### config.mk
export PLATFORM = sky130hd
export DESIGN_NAME = lct_comp_regs
export DESIGN_NICKNAME = d
export VERILOG_FILES = /design/src/lct_pkg.sv /design/src/lct_reg16.sv /design/src/lct_comp_regs.sv
export SDC_FILE = /design/constraint.sdc
export NUM_CORES = 1
export LEC_CHECK = 0
export BUFFER_PORTS_ARGS = -buffer_cell sky130_fd_sc_hd__buf_2
export CORE_ASPECT_RATIO = 0.5
export CORE_MARGIN = 2
export CORE_UTILIZATION = 55
export DETAILED_ROUTE_END_ITERATION = 6
export GPL_TIMING_DRIVEN = 0
export PLACE_DENSITY = 0.78
export SYNTH_ARGS = -nofsm -noshare
export SYNTH_HDL_FRONTEND = slang
export SYNTH_HIERARCHICAL = 1
export SYNTH_SLANG_ARGS = --single-unit
### constraint.sdc
create_clock -name clk -period 5.5 [get_ports clk]
set_input_delay 0.55 -clock clk [delete_from_list [all_inputs] [get_ports clk]]
set_output_delay 0.55 -clock clk [all_outputs]
set_load 0.05 [all_outputs]
### src/lct_pkg.sv
// Purpose: constants and types for the loop compensation setup registers
// Assumes: command codes arrive already decoded from the management bus
// Notes:   one aligned storage word per command code except the start code, which has none
`default_nettype none
package lct_pkg;
  // command codes
  localparam logic [7:0]  CODE_COMP_SETUP   = 8'hbc;
  localparam logic [7:0]  CODE_COMP_START   = 8'hbd;
  localparam logic [7:0]  CODE_GAP_LIMIT    = 8'hbf;
  localparam logic [7:0]  CODE_VENDOR_MISC  = 8'hd0;
  // reset values
  localparam logic [15:0] RST_COMP_SETUP    = 16'h0000;
  localparam logic [15:0] RST_GAP_LIMIT     = 16'h0000;
  localparam logic [15:0] RST_VENDOR_MISC   = 16'h0000;
  // compensation setup fields
  localparam int          SETUP_PG_BIT      = 3;
  localparam int          SETUP_KEEP_BIT    = 2;
  localparam int          SETUP_MODE_LSB    = 0;
  localparam int          SETUP_MODE_W      = 2;
  // gap limit fields
  localparam int          GAP_HS_LSB        = 8;
  localparam int          GAP_LS_LSB        = 0;
  localparam int          GAP_W             = 8;
  // vendor misc field
  localparam int          MASK_LSB          = 11;
  localparam int          MASK_W            = 5;
  localparam int          MASK_STEP_NS      = 32;
  localparam int          MASK_STEP_SHIFT   = 5;
  localparam int          MASK_NS_W         = MASK_W + MASK_STEP_SHIFT;
  // timing
  localparam int          CLK_HZ            = 10_000_000;
  localparam int          REPEAT_SEC_S      = 1;
  localparam int          REPEAT_MIN_S      = 60;
  localparam int          SEC_CYCLES        = REPEAT_SEC_S * CLK_HZ;
  localparam int          MIN_CYCLES        = REPEAT_MIN_S * CLK_HZ;
  localparam int          TMR_W             = 30;

  typedef enum logic [1:0] {
    LCT_MODE_OFF  = 2'b00,
    LCT_MODE_ONCE = 2'b01,
    LCT_MODE_SEC  = 2'b10,
    LCT_MODE_MIN  = 2'b11
  } lct_mode_e;

  typedef enum logic [1:0] {
    LCT_XFER_READ = 2'b00,
    LCT_XFER_BYTE = 2'b01,
    LCT_XFER_WORD = 2'b10,
    LCT_XFER_SEND = 2'b11
  } lct_xfer_e;

  typedef enum logic [1:0] {
    LCT_ST_IDLE = 2'b01,
    LCT_ST_RUN  = 2'b10
  } lct_state_e;

  // one decoded management-bus transfer
  typedef struct packed {
    lct_xfer_e   kind;
    logic [7:0]  code;
    logic [15:0] data;
  } lct_cmd_s;

  // answer to one transfer
  typedef struct packed {
    logic        ack;
    logic [15:0] data;
  } lct_rsp_s;
endpackage
`default_nettype wire

### src/lct_reg16.sv
// Purpose: one 16-bit setup register with write strobe
// Assumes: reset already synchronised by the caller
// Notes:   narrower registers load zero into masked upper bits on write
`timescale 1ns/100ps
`default_nettype none
module lct_reg16 #(
  parameter logic [15:0] RESET = 16'h0000,
  parameter logic [15:0] MASK  = 16'hffff
) (
  input  wire logic        clk,
  input  wire logic        rst_b,
  input  wire logic        we,
  input  wire logic [15:0] wdata,
  output logic      [15:0] q
);
  logic [15:0] q_r;
  logic [15:0] q_nxt;

  // load on strobe, masked to implemented bits
  always_comb begin
    q_nxt = q_r;
    if (we) begin
      q_nxt = wdata & MASK;
    end
  end

  always_ff @(posedge clk or negedge rst_b) begin
    if (!rst_b) begin
      q_r <= RESET;
    end else begin
      q_r <= q_nxt;
    end
  end

  assign q = q_r;
endmodule
`default_nettype wire

### src/lct_comp_regs.sv
// Purpose: compensation setup, start command, gap limits and sense masking
// Assumes: transfers arrive decoded, one per cmd_valid pulse
// Notes:   reset stands for input power being applied
// Summary of operation
// - setup bit 3 set: output ok waits for finished tuning run
// - setup bit 2 keeps results; run only on first ramp after power
// - setup bits 1:0 pick off, once, every second, every minute
// - send-byte 0xbd starts a run only when tuning enabled
// - gap word: two signed byte limits, high-to-low upper, low-to-high lower
// - vendor bits 15:11 give sense masking delay in 32 ns steps
`timescale 1ns/100ps
`default_nettype none
module lct_comp_regs
  import lct_pkg::*;
#(
  parameter int SEC_COUNT = SEC_CYCLES,
  parameter int MIN_COUNT = MIN_CYCLES
) (
  input  wire logic                 clk,
  input  wire logic                 rst_b,
  input  wire logic                 cmd_valid,
  input  wire lct_cmd_s             cmd,
  output lct_rsp_s                  rsp,
  output logic                      rsp_valid,
  input  wire logic                 ramp_done,
  input  wire logic                 output_up,
  input  wire logic                 run_done,
  output logic                      run_start,
  output logic                      run_busy,
  output logic                      use_fixed_coeffs,
  output logic                      ok_wait_run,
  output logic signed [GAP_W-1:0]   gap_hs_to_ls,
  output logic signed [GAP_W-1:0]   gap_ls_to_hs,
  output logic        [MASK_NS_W-1:0] sense_mask_delay
);
  // reset release through two flops
  logic rst_meta_r;
  logic rst_sync_r;
  always_ff @(posedge clk or negedge rst_b) begin
    if (!rst_b) begin
      rst_meta_r <= 1'b0;
      rst_sync_r <= 1'b0;
    end else begin
      rst_meta_r <= 1'b1;
      rst_sync_r <= rst_meta_r;
    end
  end

  // command decode
  logic        is_setup;
  logic        is_gap;
  logic        is_misc;
  logic        is_start;
  logic        we_setup;
  logic        we_gap;
  logic        we_misc;
  logic [15:0] setup_q;
  logic [15:0] gap_q;
  logic [15:0] misc_q;
  lct_mode_e   mode;
  logic        tuning_on;

  always_comb begin
    is_setup = 1'b0;
    is_gap   = 1'b0;
    is_misc  = 1'b0;
    is_start = 1'b0;
    if (cmd.code == CODE_COMP_SETUP) begin
      is_setup = 1'b1;
    end else if (cmd.code == CODE_COMP_START) begin
      is_start = 1'b1;
    end else if (cmd.code == CODE_GAP_LIMIT) begin
      is_gap = 1'b1;
    end else if (cmd.code == CODE_VENDOR_MISC) begin
      is_misc = 1'b1;
    end
  end

  // byte command for setup, word for the others
  assign we_setup = cmd_valid && is_setup && (cmd.kind == LCT_XFER_BYTE);
  assign we_gap   = cmd_valid && is_gap && (cmd.kind == LCT_XFER_WORD);
  assign we_misc  = cmd_valid && is_misc && (cmd.kind == LCT_XFER_WORD);

  lct_reg16 #(
    .RESET (RST_COMP_SETUP),
    .MASK  (16'h00ff)
  ) u_setup (
    .clk   (clk),
    .rst_b (rst_sync_r),
    .we    (we_setup),
    .wdata (cmd.data),
    .q     (setup_q)
  );

  lct_reg16 #(
    .RESET (RST_GAP_LIMIT),
    .MASK  (16'hffff)
  ) u_gap (
    .clk   (clk),
    .rst_b (rst_sync_r),
    .we    (we_gap),
    .wdata (cmd.data),
    .q     (gap_q)
  );

  lct_reg16 #(
    .RESET (RST_VENDOR_MISC),
    .MASK  (16'hffff)
  ) u_misc (
    .clk   (clk),
    .rst_b (rst_sync_r),
    .we    (we_misc),
    .wdata (cmd.data),
    .q     (misc_q)
  );

  assign mode      = lct_mode_e'(setup_q[SETUP_MODE_LSB +: SETUP_MODE_W]);
  assign tuning_on = (mode != LCT_MODE_OFF);

  // answer to each transfer, one cycle later
  lct_rsp_s rsp_r;
  lct_rsp_s rsp_nxt;
  logic     rsp_valid_r;
  always_comb begin
    rsp_nxt = rsp_r;
    if (cmd_valid) begin
      rsp_nxt.ack  = 1'b0;
      rsp_nxt.data = 16'h0000;
      if (is_start) begin
        rsp_nxt.ack = (cmd.kind == LCT_XFER_SEND);
      end else if (cmd.kind == LCT_XFER_READ) begin
        if (is_setup) begin
          rsp_nxt.ack  = 1'b1;
          rsp_nxt.data = setup_q;
        end else if (is_gap) begin
          rsp_nxt.ack  = 1'b1;
          rsp_nxt.data = gap_q;
        end else if (is_misc) begin
          rsp_nxt.ack  = 1'b1;
          rsp_nxt.data = misc_q;
        end
      end else begin
        rsp_nxt.ack = we_setup || we_gap || we_misc;
      end
    end
  end

  always_ff @(posedge clk or negedge rst_sync_r) begin
    if (!rst_sync_r) begin
      rsp_r       <= '0;
      rsp_valid_r <= 1'b0;
    end else begin
      rsp_r       <= rsp_nxt;
      rsp_valid_r <= cmd_valid;
    end
  end

  assign rsp       = rsp_r;
  assign rsp_valid = rsp_valid_r;

  // run sequencing state
  lct_state_e       state_r;
  lct_state_e       state_nxt;
  logic             kept_r;
  logic             kept_nxt;
  logic             done_r;
  logic             done_nxt;
  logic [TMR_W-1:0] tmr_r;
  logic [TMR_W-1:0] tmr_nxt;
  logic [TMR_W-1:0] tmr_end;
  logic             cmd_go;
  logic             ramp_go;
  logic             tmr_go;
  logic             periodic;

  // periodic runs rely on host keeping sharing groups out
  assign periodic = (mode == LCT_MODE_SEC) || (mode == LCT_MODE_MIN);
  assign tmr_end  = (mode == LCT_MODE_MIN) ? TMR_W'(MIN_COUNT - 1) : TMR_W'(SEC_COUNT - 1);
  // start command only when tuning enabled
  assign cmd_go   = cmd_valid && is_start && (cmd.kind == LCT_XFER_SEND) && tuning_on;
  // kept results suppress run on later ramps
  assign ramp_go  = ramp_done && tuning_on && !(setup_q[SETUP_KEEP_BIT] && kept_r);
  assign tmr_go   = periodic && output_up && (tmr_r == tmr_end);

  always_comb begin
    state_nxt = state_r;
    kept_nxt  = kept_r;
    done_nxt  = done_r;
    tmr_nxt   = tmr_r;
    run_start = 1'b0;
    // restart counting the interval while idle and output up
    if (!periodic || !output_up || state_r == LCT_ST_RUN || tmr_go) begin
      tmr_nxt = '0;
    end else begin
      tmr_nxt = tmr_r + TMR_W'(1);
    end
    // new ramp clears finished marker unless results are kept
    if (ramp_done && !(setup_q[SETUP_KEEP_BIT] && kept_r)) begin
      done_nxt = 1'b0;
    end
    // results dropped when retention switched off
    if (!setup_q[SETUP_KEEP_BIT]) begin
      kept_nxt = 1'b0;
    end
    case (state_r)
      LCT_ST_IDLE: begin
        if (cmd_go || ramp_go || tmr_go) begin
          run_start = 1'b1;
          state_nxt = LCT_ST_RUN;
        end
      end
      LCT_ST_RUN: begin
        if (run_done) begin
          state_nxt = LCT_ST_IDLE;
          done_nxt  = 1'b1;
          kept_nxt  = setup_q[SETUP_KEEP_BIT];
        end else if (!tuning_on) begin
          state_nxt = LCT_ST_IDLE;
        end
      end
      default: begin
        state_nxt = LCT_ST_IDLE;
      end
    endcase
  end

  always_ff @(posedge clk or negedge rst_sync_r) begin
    if (!rst_sync_r) begin
      state_r <= LCT_ST_IDLE;
      kept_r  <= 1'b0;
      done_r  <= 1'b0;
      tmr_r   <= '0;
    end else begin
      state_r <= state_nxt;
      kept_r  <= kept_nxt;
      done_r  <= done_nxt;
      tmr_r   <= tmr_nxt;
    end
  end

  assign run_busy         = (state_r == LCT_ST_RUN);
  assign use_fixed_coeffs = !tuning_on;
  // output ok held back until run finished
  assign ok_wait_run      = setup_q[SETUP_PG_BIT] && tuning_on && !done_r;

  assign gap_hs_to_ls = gap_q[GAP_HS_LSB +: GAP_W];
  assign gap_ls_to_hs = gap_q[GAP_LS_LSB +: GAP_W];
  // masking delay in ns, field times 32
  assign sense_mask_delay = {misc_q[MASK_LSB +: MASK_W], {MASK_STEP_SHIFT{1'b0}}};
endmodule
`default_nettype wire

== Word level (Yosys, flattened, before mapping) ==
Index checks and enable logic that the tools add are counted.
Storage, ports and cells
  bits in registers: 94
  output and inout port bits: 48
  word-level logic and storage cells: 91
Cells by class
  add/subtract/negate cells: 1
  equal/unequal tests: 14
  multiplexer cells: 31
  reductions and logical operators: 33
Operators by type and width (count)
  30-bit two-way mux: 2
  17-bit two-way mux: 3
  8-bit == test, second input constant: 4
  16-bit two-way mux: 2
  30-bit by 1-bit adder with 30-bit output, second input constant: 1
  30-bit == test: 1
  1-bit two-way mux: 20
  1-bit logical AND: 17
  2-bit == test, second input constant: 5
  1-bit logical OR: 8
  2-bit two-way mux: 3
  1-bit logical NOT: 5
  2-bit by 1-bit == test with 1-bit output, second input constant: 2
  2-bit case mux with 2 select lines: 1
  3-bit inequality test, second input constant: 1
  2-bit logical NOT: 1
  2-bit inequality test, second input constant: 1
  2-bit AND reduction: 1
  2-bit nonzero test: 1

== Logic depth before layout (Yosys ltp) ==
Gate-level depths: netlist (run 1).
  word-level depth: 10
  mapped depth: 9
  mapped depth without buffers: 5

== Cells and area by module ==
The synthesis (run 1) kept the hierarchy.
Modules (own cells, without submodules)
  lct_comp_regs: instances 1, cells an instance 328, area an instance 3156.8 um2, seq. area each 1352.5 um2
  lct_reg16 (u_gap ...): instances 2, cells an instance 34, area an instance 649.4 um2, seq. area each 400.4 um2
  lct_reg16 (u_setup): instances 1, cells an instance 26, area an instance 395.4 um2, seq. area each 200.2 um2

== Worst setup path after synthesis (run 1) ==
OpenSTA, ideal clock, no wires.
  path type: in2out
  from: input cmd[16] in the netlist's numbering
  to: output run_start
  data arrival time: 2036 ps
  required time: 4950 ps
  path slack: 2914 ps
  stages: 5
  path buffers: 1
  path through: clkbuf_1 and4_1 nand4b_1 a21o_1 a21oi_1
Between the ends
  word-level cells in the longest chain between the ends: 10
  elaborated cells between the ends (all ways): 11
  classes of those cells: eq/ne (2); mux (4); reduce/logical (5)
RTL lines
  start, declared: line lct_comp_regs.sv:22  | input wire lct_cmd_s cmd,
  8-bit == test: line lct_comp_regs.sv:70  | end else if (cmd.code == CODE_COMP_START) begin
  1-bit two-way mux: line lct_comp_regs.sv:70
  1-bit two-way mux *: line lct_comp_regs.sv:68  | if (cmd.code == CODE_COMP_SETUP) begin
  1-bit logical AND * (3 in a row): line lct_comp_regs.sv:180  | assign cmd_go = cmd_valid && is_start && (cmd.kind == LCT_XFER_SEND) && tuning_on;
  1-bit logical OR * (2 in a row): line lct_comp_regs.sv:207  | if (cmd_go || ramp_go || tmr_go) begin
  1-bit two-way mux *: line lct_comp_regs.sv:207
  1-bit two-way mux *: line lct_comp_regs.sv:205  | case (state_r)
  end, declared: line lct_comp_regs.sv:28  | output logic run_start,
Mark *: on every way between the ends. The rest lies on a longest branch, timed or not.

== Worst setup path in the final report (run 1) ==
  from: register tmr_r[20]
  to: output run_start
Between the ends
  word-level cells in the longest chain between the ends: 5
RTL lines
  start, declared: line lct_comp_regs.sv:168  | logic [TMR_W-1:0] tmr_r;
  start signal, assigned: line lct_comp_regs.sv:237  | tmr_r <= tmr_nxt;
  30-bit == test: line lct_comp_regs.sv:183  | assign tmr_go = periodic && output_up && (tmr_r == tmr_end);
  1-bit logical AND: line lct_comp_regs.sv:183
  1-bit logical OR: line lct_comp_regs.sv:207
  1-bit two-way mux: line lct_comp_regs.sv:207
  1-bit two-way mux: line lct_comp_regs.sv:205
No other way between the ends.

==> results of run 1 <==
==> sequential cells by signal (all words and copies together), names as in the netlist <==
| name | cells |
|---|---|
| rst_sync_r | 1 |
| rst_meta_r | 1 |
| u_misc/q | 16 |
| rsp | 17 |
| kept_r | 1 |
| rsp_valid | 1 |
| tmr_r | 30 |
| u_gap/q | 16 |
| u_setup/q | 8 |
| done_r | 1 |
| state_r | 2 |
==> placed cells by master (no fill, tap or decap), types with 14 or more instances in the layout <==
cell type and instances:
a211oi_1 15, a22oi_1 16, a2bb2oi_1 16, buf_2 80, buf_4 14, conb_1 14
dfrtp_1 92, inv_1 22, mux2_4 28, nand2_1 18, o22ai_1 17
==> where the power goes <==
part	switching (uW)	leakage, uW	internal [uW]
combinational	57.1	0.00116	31.7
sequential	8.23	0.00130	698
clock	272	0.000149	368
total	338	0.00260	1100
==> area by class of cell <==
class	count	area [sq um]	share of cell area [%]
Clock buffer	10	239	4.15
Inverter	22	82.6	1.44
Tap cell	117	146	2.54
Buffer	40	275	4.78
Clock inverter	6	68.8	1.20
Multi-Input combinational cell	277	2180	37.9
Timing Repair Buffer	75	403	7.00
Sequential cell	94	2360	41.0
==> timing repair <==
item | CTS | global route
hold buffers | 1 | 0
resized for setup | 0 | 0
hold endpoints to repair | 2 | 0
==> Yosys cell counts (2+ instances only) <==
library cell,count
a211oi_1,15
xnor2_1,3
o22ai_1,17
mux2_4,28
and4_2,2
nand2_1,18
and3_1,4
dfrtp_1,93
nand3_1,8
o31ai_1,11
a2bb2oi_1,16
a21oi_1,3
nor4_1,4
buf_4,14
nand4_1,9
or4_1,11
buf_2,7
inv_1,22
o2111a_1,2
and2_1,5
nor3_1,12
a211oi_2,3
nor4bb_1,2
nor3b_1,4
nand4bb_1,2
buf_6,4
nor2b_1,2
and4_1,5
and4b_1,2
nand2b_1,2
clkbuf_1,11
xor2_1,7
o21ai_0,6
buf_12,2
nor2_1,5
or3_1,7
mux2_2,12
a22oi_1,16
conb_1,3
==> stage by stage <==
step	hold WS [ns]	utilization [%]	power (uW)	cells	setup slack (ns)
2_1_floorplan	0.254	-	774	433	2.69
3_3_place_gp	0.335	62.5	803	623	1.65
3_5_place_dp	0.258	62.8	808	624	2.58
4_1_cts	0.264	66.5	1440	641	2.74
5_1_grt	0.288	66.5	1480	641	2.59
6_report	0.247	66.5	1430	641	2.72
==> critical path, stage by stage (launching register included) <==
cell and delay (ns):
dfrtp_1 0.46, or3b_2 0.49, o22ai_1 0.20, o2111ai_1 0.28, a21oi_1 0.19, buf_2 0.27
==> cells by family after synthesis <==
family,after synthesis,share of synthesized area [%]
XOR/XNOR,10,1.81
AND/OR/NAND/NOR,112,14.8
AO/OA/AOI/OAI,100,15.6
flip-flops,94,48.5
other,3,0.232
multiplexers,40,11.5
buffers and inverters,62,7.38
adder cells (fa/ha/maj),1,0.258
==> worst max path at each step <==
stage | cells after the start | slack (ns) | startpoint | to
finish | 5 | 2.72 | tmr_r[20] | run_start
global route | 7 | 2.59 | tmr_r[0] | run_start
CTS | 7 | 2.74 | tmr_r[0] | run_start
detailed placement | 9 | 2.58 | cmd[16] | u_misc/q[8]
global placement | 0 | 1.65 | rst_sync_r | tmr_r[14]
floorplan | 0 | 2.69 | rst_sync_r | done_r
==> routing by layer <==
layer  vias to the layer above  track usage (%)  routed length (microns)
li1                       1765                -                        -
met1                      1848             31.3                     5000
met2                        61             39.7                     5410
met3                        12             5.81                      382
met4                         0             5.27                      120
met5                         -                0                        0
==> metrics.md, run 1 <==
| Metric | Value |
|---|---|
| Status | `complete, no violations` |
| Max VDD drop | `~170 uV` |
| Mean Syn Cell Area | `~11 sq um` |
| Max Root-Sink Buffers | `2` |
| Vias in the first global route | `roughly 3600` |
| Leakage | `roughly 0.0026 uW` |
| Final period util | `a little over 50%` |
| TritonCTS clock tree | `yes` |
| GRT Overall Usage | `between 20% and 30%` |
| Final WL | `approximately 11 mm` |
| Die area | `9630 sq um` |
| FMAX | `between 0.3 and 0.4 GHz` |
| Clk_skew | `0.00836 ns` |
| Starting density of the core | `a little under three fifths` |
| Worst slew pin tran | `~0.59 ns` |
| CTS Buf Count | `9` |
| CP Capture Type | `output pin` |
| Critical Path Start Type | `register` |
| H-Tree Depth | `3` |
| TritonCTS Sinks | `94` |
| Critical Path Fanout Max | `8` |
| Layout area overhead | `18.6%` |
| Routed vias | `3686` |
| Num rows | `24` |
| Worst Hold Class | `reg -> async` |
| Clock latency on the worst-skew pair | `approximately 0.35 ns` |
| IO Pins | `80` |
| R2r worst-path depth | `8` |
| GRT overflow | `0` |
| Core footprint | `8650 sq um` |
| Pwr dens | `249 nW/um^2` |
| Largest cells by area after synthesis | `dfrtp_1 (48%), mux2_4 (8.7%), a2bb2oi_1 (2.9%)` |
| Initial DRC Count | `around 250` |
| Drt pass-1 iters | `4` |
| Post-synth EDFFs | `0` |
| Antenna violations before repair | `0` |
| First-pass GRT wire length | `about 18 mm` |
| Antenna cells | `0` |
| # nets final | `552` |
| Largest net degree at the start of global routing | `67` |
| Post-synth top area cell | `dfrtp_1` |
| Fin area | `between 5000 and 6000 sq um` |
| Post-synthesis cell area | `slightly below 5000 sq um` |
| Post-synth ARST share | `100%` |
| # Post-CTS Setup Buffers | `0` |
| CP required | `about 5.0 ns` |
| Ys flop type | `dfrtp_1` |
| Max Cap Viol | `0` |
| Critical path class | `reg -> out` |
| Setup violators final | `0` |
| Slew margin rel. | `approximately 60%` |
| Antenna Nets Post-Route | `0` |
| Worst-path clk slew | `about 0.070 ns` |
| Root Driver | `clkbuf_16` |
| Detail-routed via count per cell | `between 5 and 6` |
| Port Buf Inserts | `between 70 and 80` |
| Residual DRC | `0` |
| Arr. time, crit path | `2.23 ns` |
| Final min period | `roughly 2.8 ns` |
| Yosys cell types | `62` |
| Post-DP Area | `~5400 sq um` |
| Final hold viol count | `0` |
| Yosys warns | `6` |
| Setup TNS | `0 ns` |
| Filler cells | `around 660` |
| Post-DP HPWL | `between 7 and 8 mm` |
| Share of the synthesized area in the top cell type | `a little under half` |
| Die height | `between 70 and 80 microns` |
| Worst r2r src | `tmr_r[0]` |
| Slew Limit Fails | `0` |
| RR Endpoint | `tmr_r[23]` |
| Cell count after synthesis | `422` |
| Sequential fraction of the synthesis area | `about half` |
| Flop-to-flop setup slack | `3.35 ns` |
| RSZ-0062 raised after global routing | `false` |
| Layout cells sized above 1 | `32.6%` |
| Die X | `137 microns` |
| Wire per inst | `approximately 17 microns` |
| Register bit total from synthesis | `94` |
| GP Congestion | `slightly below 0.8` |
Power figures use the tool's default switching activity.
==> run 2, diff against run 1 <==
- ABC_AREA: default -> 1
- clock period: 5.5 -> 2.75 ns (I/O delays scaled with it)
==> run 2 against run 1 <==
  * Non-clock buffer count down 8
  * Clock-buffer cell count did not move
  * Via count up 24%
  * Sequential power grew 100%
  * Synthesized cell count up 67%
  * Register-to-register slack worse by 2.6 ns
  * Routed wire length increased by 14%
  * Sequential cell count stayed put
  * Cell area up 3.6%
  * Global-route usage rose by 2.6 points
  * Total power is 96% higher
  * Critical endpoint unchanged
  * Largest cell class unchanged
==> metrics.md, run 2 <==
| Metric | Value |
|---|---|
| Cell count after synthesis | `703` |
| Max reg flops | `30` |
| # Post-CTS Setup Buffers | `0` |
| Port Buf Inserts | `74` |
| Die X | `140 microns` |
| Sequential fraction of the synthesis area | `46.4%` |
| Clk_skew | `approximately 0.011 ns` |
| Leakage | `between 0.003 and 0.004 uW` |
| First-pass GRT wire length | `20.7 mm` |
| Mean Syn Cell Area | `approximately 7.2 sq um` |
| Setup WS post-layout | `0.228 ns` |
| Layout cells sized above 1 | `around 18%` |
| Die height | `between 70 and 80 microns` |
| Worst Hold Class | `in -> reg` |
| Slew margin rel. | `between 60% and 70%` |
| M1 GR Usage | `a little over a third` |
| Post-synth ARST share | `100%` |
| Vias in the first global route | `between 4000 and 5000` |
| H-Tree Depth | `3` |
| Arr. time, crit path | `2.25 ns` |
| Final period util | `between 90% and 100%` |
| Ys flop type | `dfrtp_1` |
| Yosys warns | `6` |
| Critical Path Fanout Max | `7` |
| Worst-path clk slew | `approximately 0.070 ns` |
| # nets final | `~830` |
| Core footprint | `approximately 8800 sq um` |
| Antenna Nets Post-Route | `0` |
| GRT Overall Usage | `around a quarter` |
| Register bit total from synthesis | `between 90 and 100` |
| Cell chain of the critical path | `ha_1, nand2_2, nor2_4, nand3_2, a21oi_2, nand3_2, nand2_1, nand2_1, inv_1, buf_2` |
| GR Layer Usage met2 | `42.9%` |
| Status | `complete, no violations` |
| Synth cell count leaders | `nand2_1 (281), nor2_1 (119), dfrtp_1 (93)` |
| Post-DP HPWL | `between 9 and 10 mm` |
| Antenna violations before repair | `0` |
| CP required | `around 2.5 ns` |
| Final WL | `roughly 12 mm` |
| Post-CTS sizing | `0` |
| Pre-CTS WS | `approximately 0.6 ns` |
| Clock latency on the worst-skew pair | `roughly 0.35 ns` |
| Drt pass-1 iters | `5` |
| Residual DRC | `0` |
| Pwr dens | `about 470 nW/um^2` |
| CP Buf/Inv Count | `2` |
| Routed vias | `~4600` |
| FMAX | `~0.4 GHz` |
| TritonCTS clock tree | `yes` |
| Die area | `~10000 sq um` |
| Final Non-Filler Cells | `between 900 and 1000` |
| Slowest CP cell | `dfrtp_1` |
| Num rows | `24` |
| Detail-routed via count per cell | `between 4 and 5` |
| Share of the synthesized area in the top cell type | `45.8%` |
| Setup TNS | `0 ns` |
| Post-synth EDFFs | `0` |
| Layout area overhead | `17.4%` |
| Critical path class | `reg -> out` |
| Wire per inst | `about 13 microns` |
| RSZ-0062 raised after global routing | `false` |
| Largest register by flop count | `tmr_r` |
| Starting density of the core | `between 50% and 60%` |
| Critical Path Start Type | `register` |
| GRT Max-Usage Layer | `met2` |
| Largest net degree at the start of global routing | `70` |
| GP Congestion | `0.972` |
| Worst slew pin tran | `0.580 ns` |
| Crit path largest cell delay | `around 0.45 ns` |
| Most common cell after layout, fill and taps aside | `nand2_1` |
| CTS Buf Count | `9` |
| Hold-fix buffers at CTS | `1` |
| Setup violators final | `0` |
| Most numerous cell in the Yosys netlist | `nand2_1` |
| Largest cells by area after synthesis | `dfrtp_1 (46%), nand2_1 (21%), nor2_1 (8.8%)` |
| Final hold viol count | `0` |
| M3 GR Usage | `between 7 and 8%` |
| Post-synth top area cell | `dfrtp_1` |
| IO Pins | `80` |
| CP Capture Type | `output pin` |
| Yosys cell types | `31` |
| Post-synthesis cell area | `5080 sq um` |
| Slew Limit Fails | `0` |
| Antenna cells | `0` |
| GRT overflow | `0` |
| Max VDD drop | `~300 uV` |
| Placed Instances | `a little over 900` |
| Filler cells | `790` |
| Initial DRC Count | `between 300 and 400` |
| Most frequent cells in the layout | `nand2_1 (281), nor2_1 (119), dfrtp_1 (92)` |
| Root Driver | `clkbuf_16` |
| Max Root-Sink Buffers | `2` |
| TritonCTS Sinks | `94` |
| CP top delay family | `simple AND/OR/NAND/NOR gates` |
| Final min period | `approximately 2.5 ns` |
| Max Cap Viol | `0` |
run 2: cell types whose count changed after synthesis, sizes merged, moves of 16 or more:
cell | previous run | this run
a2bb2oi | 16 | 0
nand3 | 9 | 64
o22ai | 17 | 0
nor2 | 5 | 122
mux2 | 40 | 0
inv | 22 | 57
nand2 | 18 | 293
a22oi | 16 | 0
a211oi | 18 | 0
run 2: layer usage:
metal | part of all wire (%) | vias to the layer above | routed length, microns
met5 | 0 | - | 0
met4 | 2.1 | 0 | 260
met3 | 5.4 | 28 | 674
met2 | 46 | 125 | 5710
met1 | 46 | 2098 | 5750
li1 | - | 2321 | -
run 2: through the flow:
step / cell area (sq um) / util [%] / power, uW / hold slack [ns]
after floorplan: 5120 / - / 1560 / -0.0206
after global placement: 5640 / 63.8 / 1620 / 0.0609
after detailed placement: 5670 / 64.2 / 1630 / 0.0614
after CTS: 5960 / 67.5 / 2820 / 0.0985
after global routing: 5960 / 67.5 / 2910 / 0.0985
final: 5960 / 67.5 / 2810 / 0.105
run 2: path summary, 6_finish.rpt:
check / startpoint / end / slack (ns) / cells after the start
worst max-delay path: tmr_r[0] / run_start / 0.23 / 10
worst min-delay path: cmd_valid / rsp_valid / 0.10 / 1
worst max register to register: tmr_r[0] / tmr_r[11] / 0.78 / 9
worst min register to register: rst_sync_r / u_gap/q[13] / 0.23 / 0
max in group asynchronous: rst_sync_r / state_r[0] / 1.83 / 1
min in group asynchronous: rst_b / rst_sync_r / 0.22 / 2
run 2: final cells by class:
| cell class | count | area (sq um) | area share, % |
|---|---|---|---|
| clock inverter | 6 | 53.8 | 0.903 |
| sequential | 94 | 2360 | 39.6 |
| timing repair buffer | 76 | 408 | 6.84 |
| tap | 117 | 146 | 2.46 |
| clock buffer | 10 | 229 | 3.84 |
| buffer | 31 | 268 | 4.49 |
| multi-input combinational | 531 | 2270 | 38.1 |
| inverter | 58 | 228 | 3.82 |
run 2: cell families after synthesis:
logic type,after synthesis,synth area share [%]
other,3,0.222
and+or+nand+nor,497,40.3
DFF,94,46.4
buffers and inverters,89,9.76
AOI/OAI and AO/OA,4,0.517
adders and majority gates,1,0.246
xor gates and xnor gates,15,2.59
run 2: report_power, final:
part	total, uW	internal (uW)	switching [uW]
Sequential	1420	1400	17.8
Clock	1200	630	573
Combinational	185	58.7	126
==> run 3, diff against run 2 <==
- RECOVER_POWER: default -> 25
==> run 3 against run 2 <==
  * Hold slack better by 0.027 ns
  * Die area stayed put
  * Sequential cell count unchanged
  * Non-clock buffer count unchanged
  * Via count grew 1.0%
  * Routed wire length rose by 0.23%
  * Worst setup slack about the same
  * Combinational power fell by 2%
  * Cell area fell by 0.44%
==> metrics.md, run 3 (synthesis results as in run 2) <==
| Metric | Value |
|---|---|
| Status | `complete, no violations` |
| Largest net degree at the start of global routing | `70` |
| Post-CTS sizing | `0` |
| Post-DP HPWL | `just over 9 mm` |
| Final min period | `about 2.5 ns` |
| Antenna violations before repair | `0` |
| Leakage | `approximately 0.0033 uW` |
| Sequential cell area | `~2400 sq um` |
| IO Pins | `80` |
| Antenna Nets Post-Route | `0` |
| Setup violators final | `0` |
| Arr. time, crit path | `2.25 ns` |
| Slew Limit Fails | `0` |
| Layout area overhead | `16.9%` |
| Final period util | `~92%` |
| Cell chain of the critical path | `ha_1, nand2_2, nor2_4, nand3_2, a21oi_2, nand3_2, nand2_1, nand2_1, inv_1, buf_2` |
| Pwr dens | `around 470 nW/um^2` |
| Largest register by flop count | `tmr_r` |
| Most frequent cells in the layout | `nand2_1 (281), nor2_1 (119), dfrtp_1 (93)` |
| Worst Hold Class | `in -> reg` |
| Critical path class | `reg -> out` |
| TritonCTS Sinks | `94` |
| Die area | `approximately 10000 sq um` |
| Core footprint | `between 8000 and 9000 sq um` |
| Total chip power | `~2800 uW` |
| Die X | `around 140 microns` |
| Clk_skew | `~0.011 ns` |
| Final hold viol count | `0` |
| CP Capture Type | `output pin` |
| Starting density of the core | `between 50 and 60%` |
| Max Cap Viol | `0` |
| Port Buf Inserts | `between 70 and 80` |
| Slowest CP cell | `dfrtp_1` |
| Die height | `71.9 microns` |
| FMAX | `0.397 GHz` |
| Root Driver | `clkbuf_16` |
| Worst-path clk slew | `around 0.070 ns` |
| Antenna cells | `0` |
| Drt pass-1 iters | `5` |
| Crit path largest cell delay | `between 0.4 and 0.5 ns` |
| Max VDD drop | `roughly 300 uV` |
| Routed vias | `around 4600` |
| Initial DRC Count | `between 300 and 400` |
| Setup WS post-layout | `approximately 0.23 ns` |
| Filler cells | `approximately 800` |
| Detail-routed via count per cell | `approximately 5` |
| Worst slew pin tran | `0.937 ns` |
| GP Congestion | `0.972` |
| Critical Path Fanout Max | `7` |
| Residual DRC | `0` |
| Vias in the first global route | `4376` |
| GRT overflow | `0` |
| First-pass GRT wire length | `~21 mm` |
| Setup TNS | `0 ns` |
| TritonCTS clock tree | `yes` |
| RSZ-0062 raised after global routing | `false` |
| CP required | `between 2 and 2.5 ns` |
| Wire per inst | `roughly 13 microns` |
| Critical Path Start Type | `register` |
| GRT Overall Usage | `about a quarter` |
| Clock latency on the worst-skew pair | `between 0.3 and 0.4 ns` |
| Max reg flops | `30` |
| CTS Buf Count | `9` |
| Slew margin rel. | `37.6%` |
| Final WL | `between 10 and 15 mm` |
| Num rows | `24` |
| Max Root-Sink Buffers | `2` |
| Most common cell after layout, fill and taps aside | `nand2_1` |
| Layout cells sized above 1 | `between 15 and 20%` |
| H-Tree Depth | `3` |
| # nets final | `about 830` |
| Pre-CTS WS | `0.605 ns` |
| Multi-input logic area | `roughly 2300 sq um` |
run 3: power breakdown:
group,internal [uW],switching [uW]
registers,1400,17.1
clock network,629,570
logic,55.0,126
run 3: layer usage:
layer  track usage [%]  vias up  routed length [microns]
met5                 0        -                        0
met1              35.3     2125                     5750
met2              42.9      148                     5670
met4              7.56        0                      240
li1                  -     2320                        -
met3              7.19       25                      762
run 3: per-stage QoR:
step / area, sq um / util, % / std cells / hold slack [ns]
2_1_floorplan: 5120 / - / 714 / -0.0206
3_3_place_gp: 5640 / 63.8 / 905 / 0.0609
3_5_place_dp: 5670 / 64.2 / 906 / 0.0614
4_1_cts: 5960 / 67.5 / 923 / 0.0985
5_1_grt: 5930 / 67.2 / 923 / 0.132
6_report: 5930 / 67.2 / 923 / 0.132
run 3: cell type report:
class | count | share of cell area [%]
clock inverter | 6 | 0.907
multi-input combinational | 531 | 38.3
clock buffer | 10 | 3.86
timing repair buffer | 76 | 6.50
buffer | 31 | 4.51
sequential | 94 | 39.7
inverter | 58 | 3.84
tap | 117 | 2.47
run 3: path summary, 6_finish.rpt:
check / from / to / slack (ns) / cells past startpoint
worst max-delay path: tmr_r[0] / run_start / 0.23 / 10
worst min-delay path: cmd[9] / u_gap/q[9] / 0.13 / 3
worst max register to register: tmr_r[0] / tmr_r[11] / 0.78 / 9
worst min register to register: rst_meta_r / rst_sync_r / 0.36 / 0
max in group asynchronous: rst_sync_r / tmr_r[17] / 0.83 / 1
min in group asynchronous: rst_b / rst_meta_r / 0.23 / 2
run 3: timing repair:
action | 4_1_cts | 5_1_grt
endpoints found under the setup margin | 0 | 0
endpoints found under the hold margin | 2 | 0
hold buffers | 1 | 0
buffers inserted | 0 | 0
run 3: worst max-delay path: cells and delay by family (launching register included):
kind	cells	cell delay [ns]
flops	1	0.45
fa+ha+maj	1	0.29
compound gates	1	0.14
simple gates	6	0.71
buf+inv	2	0.30
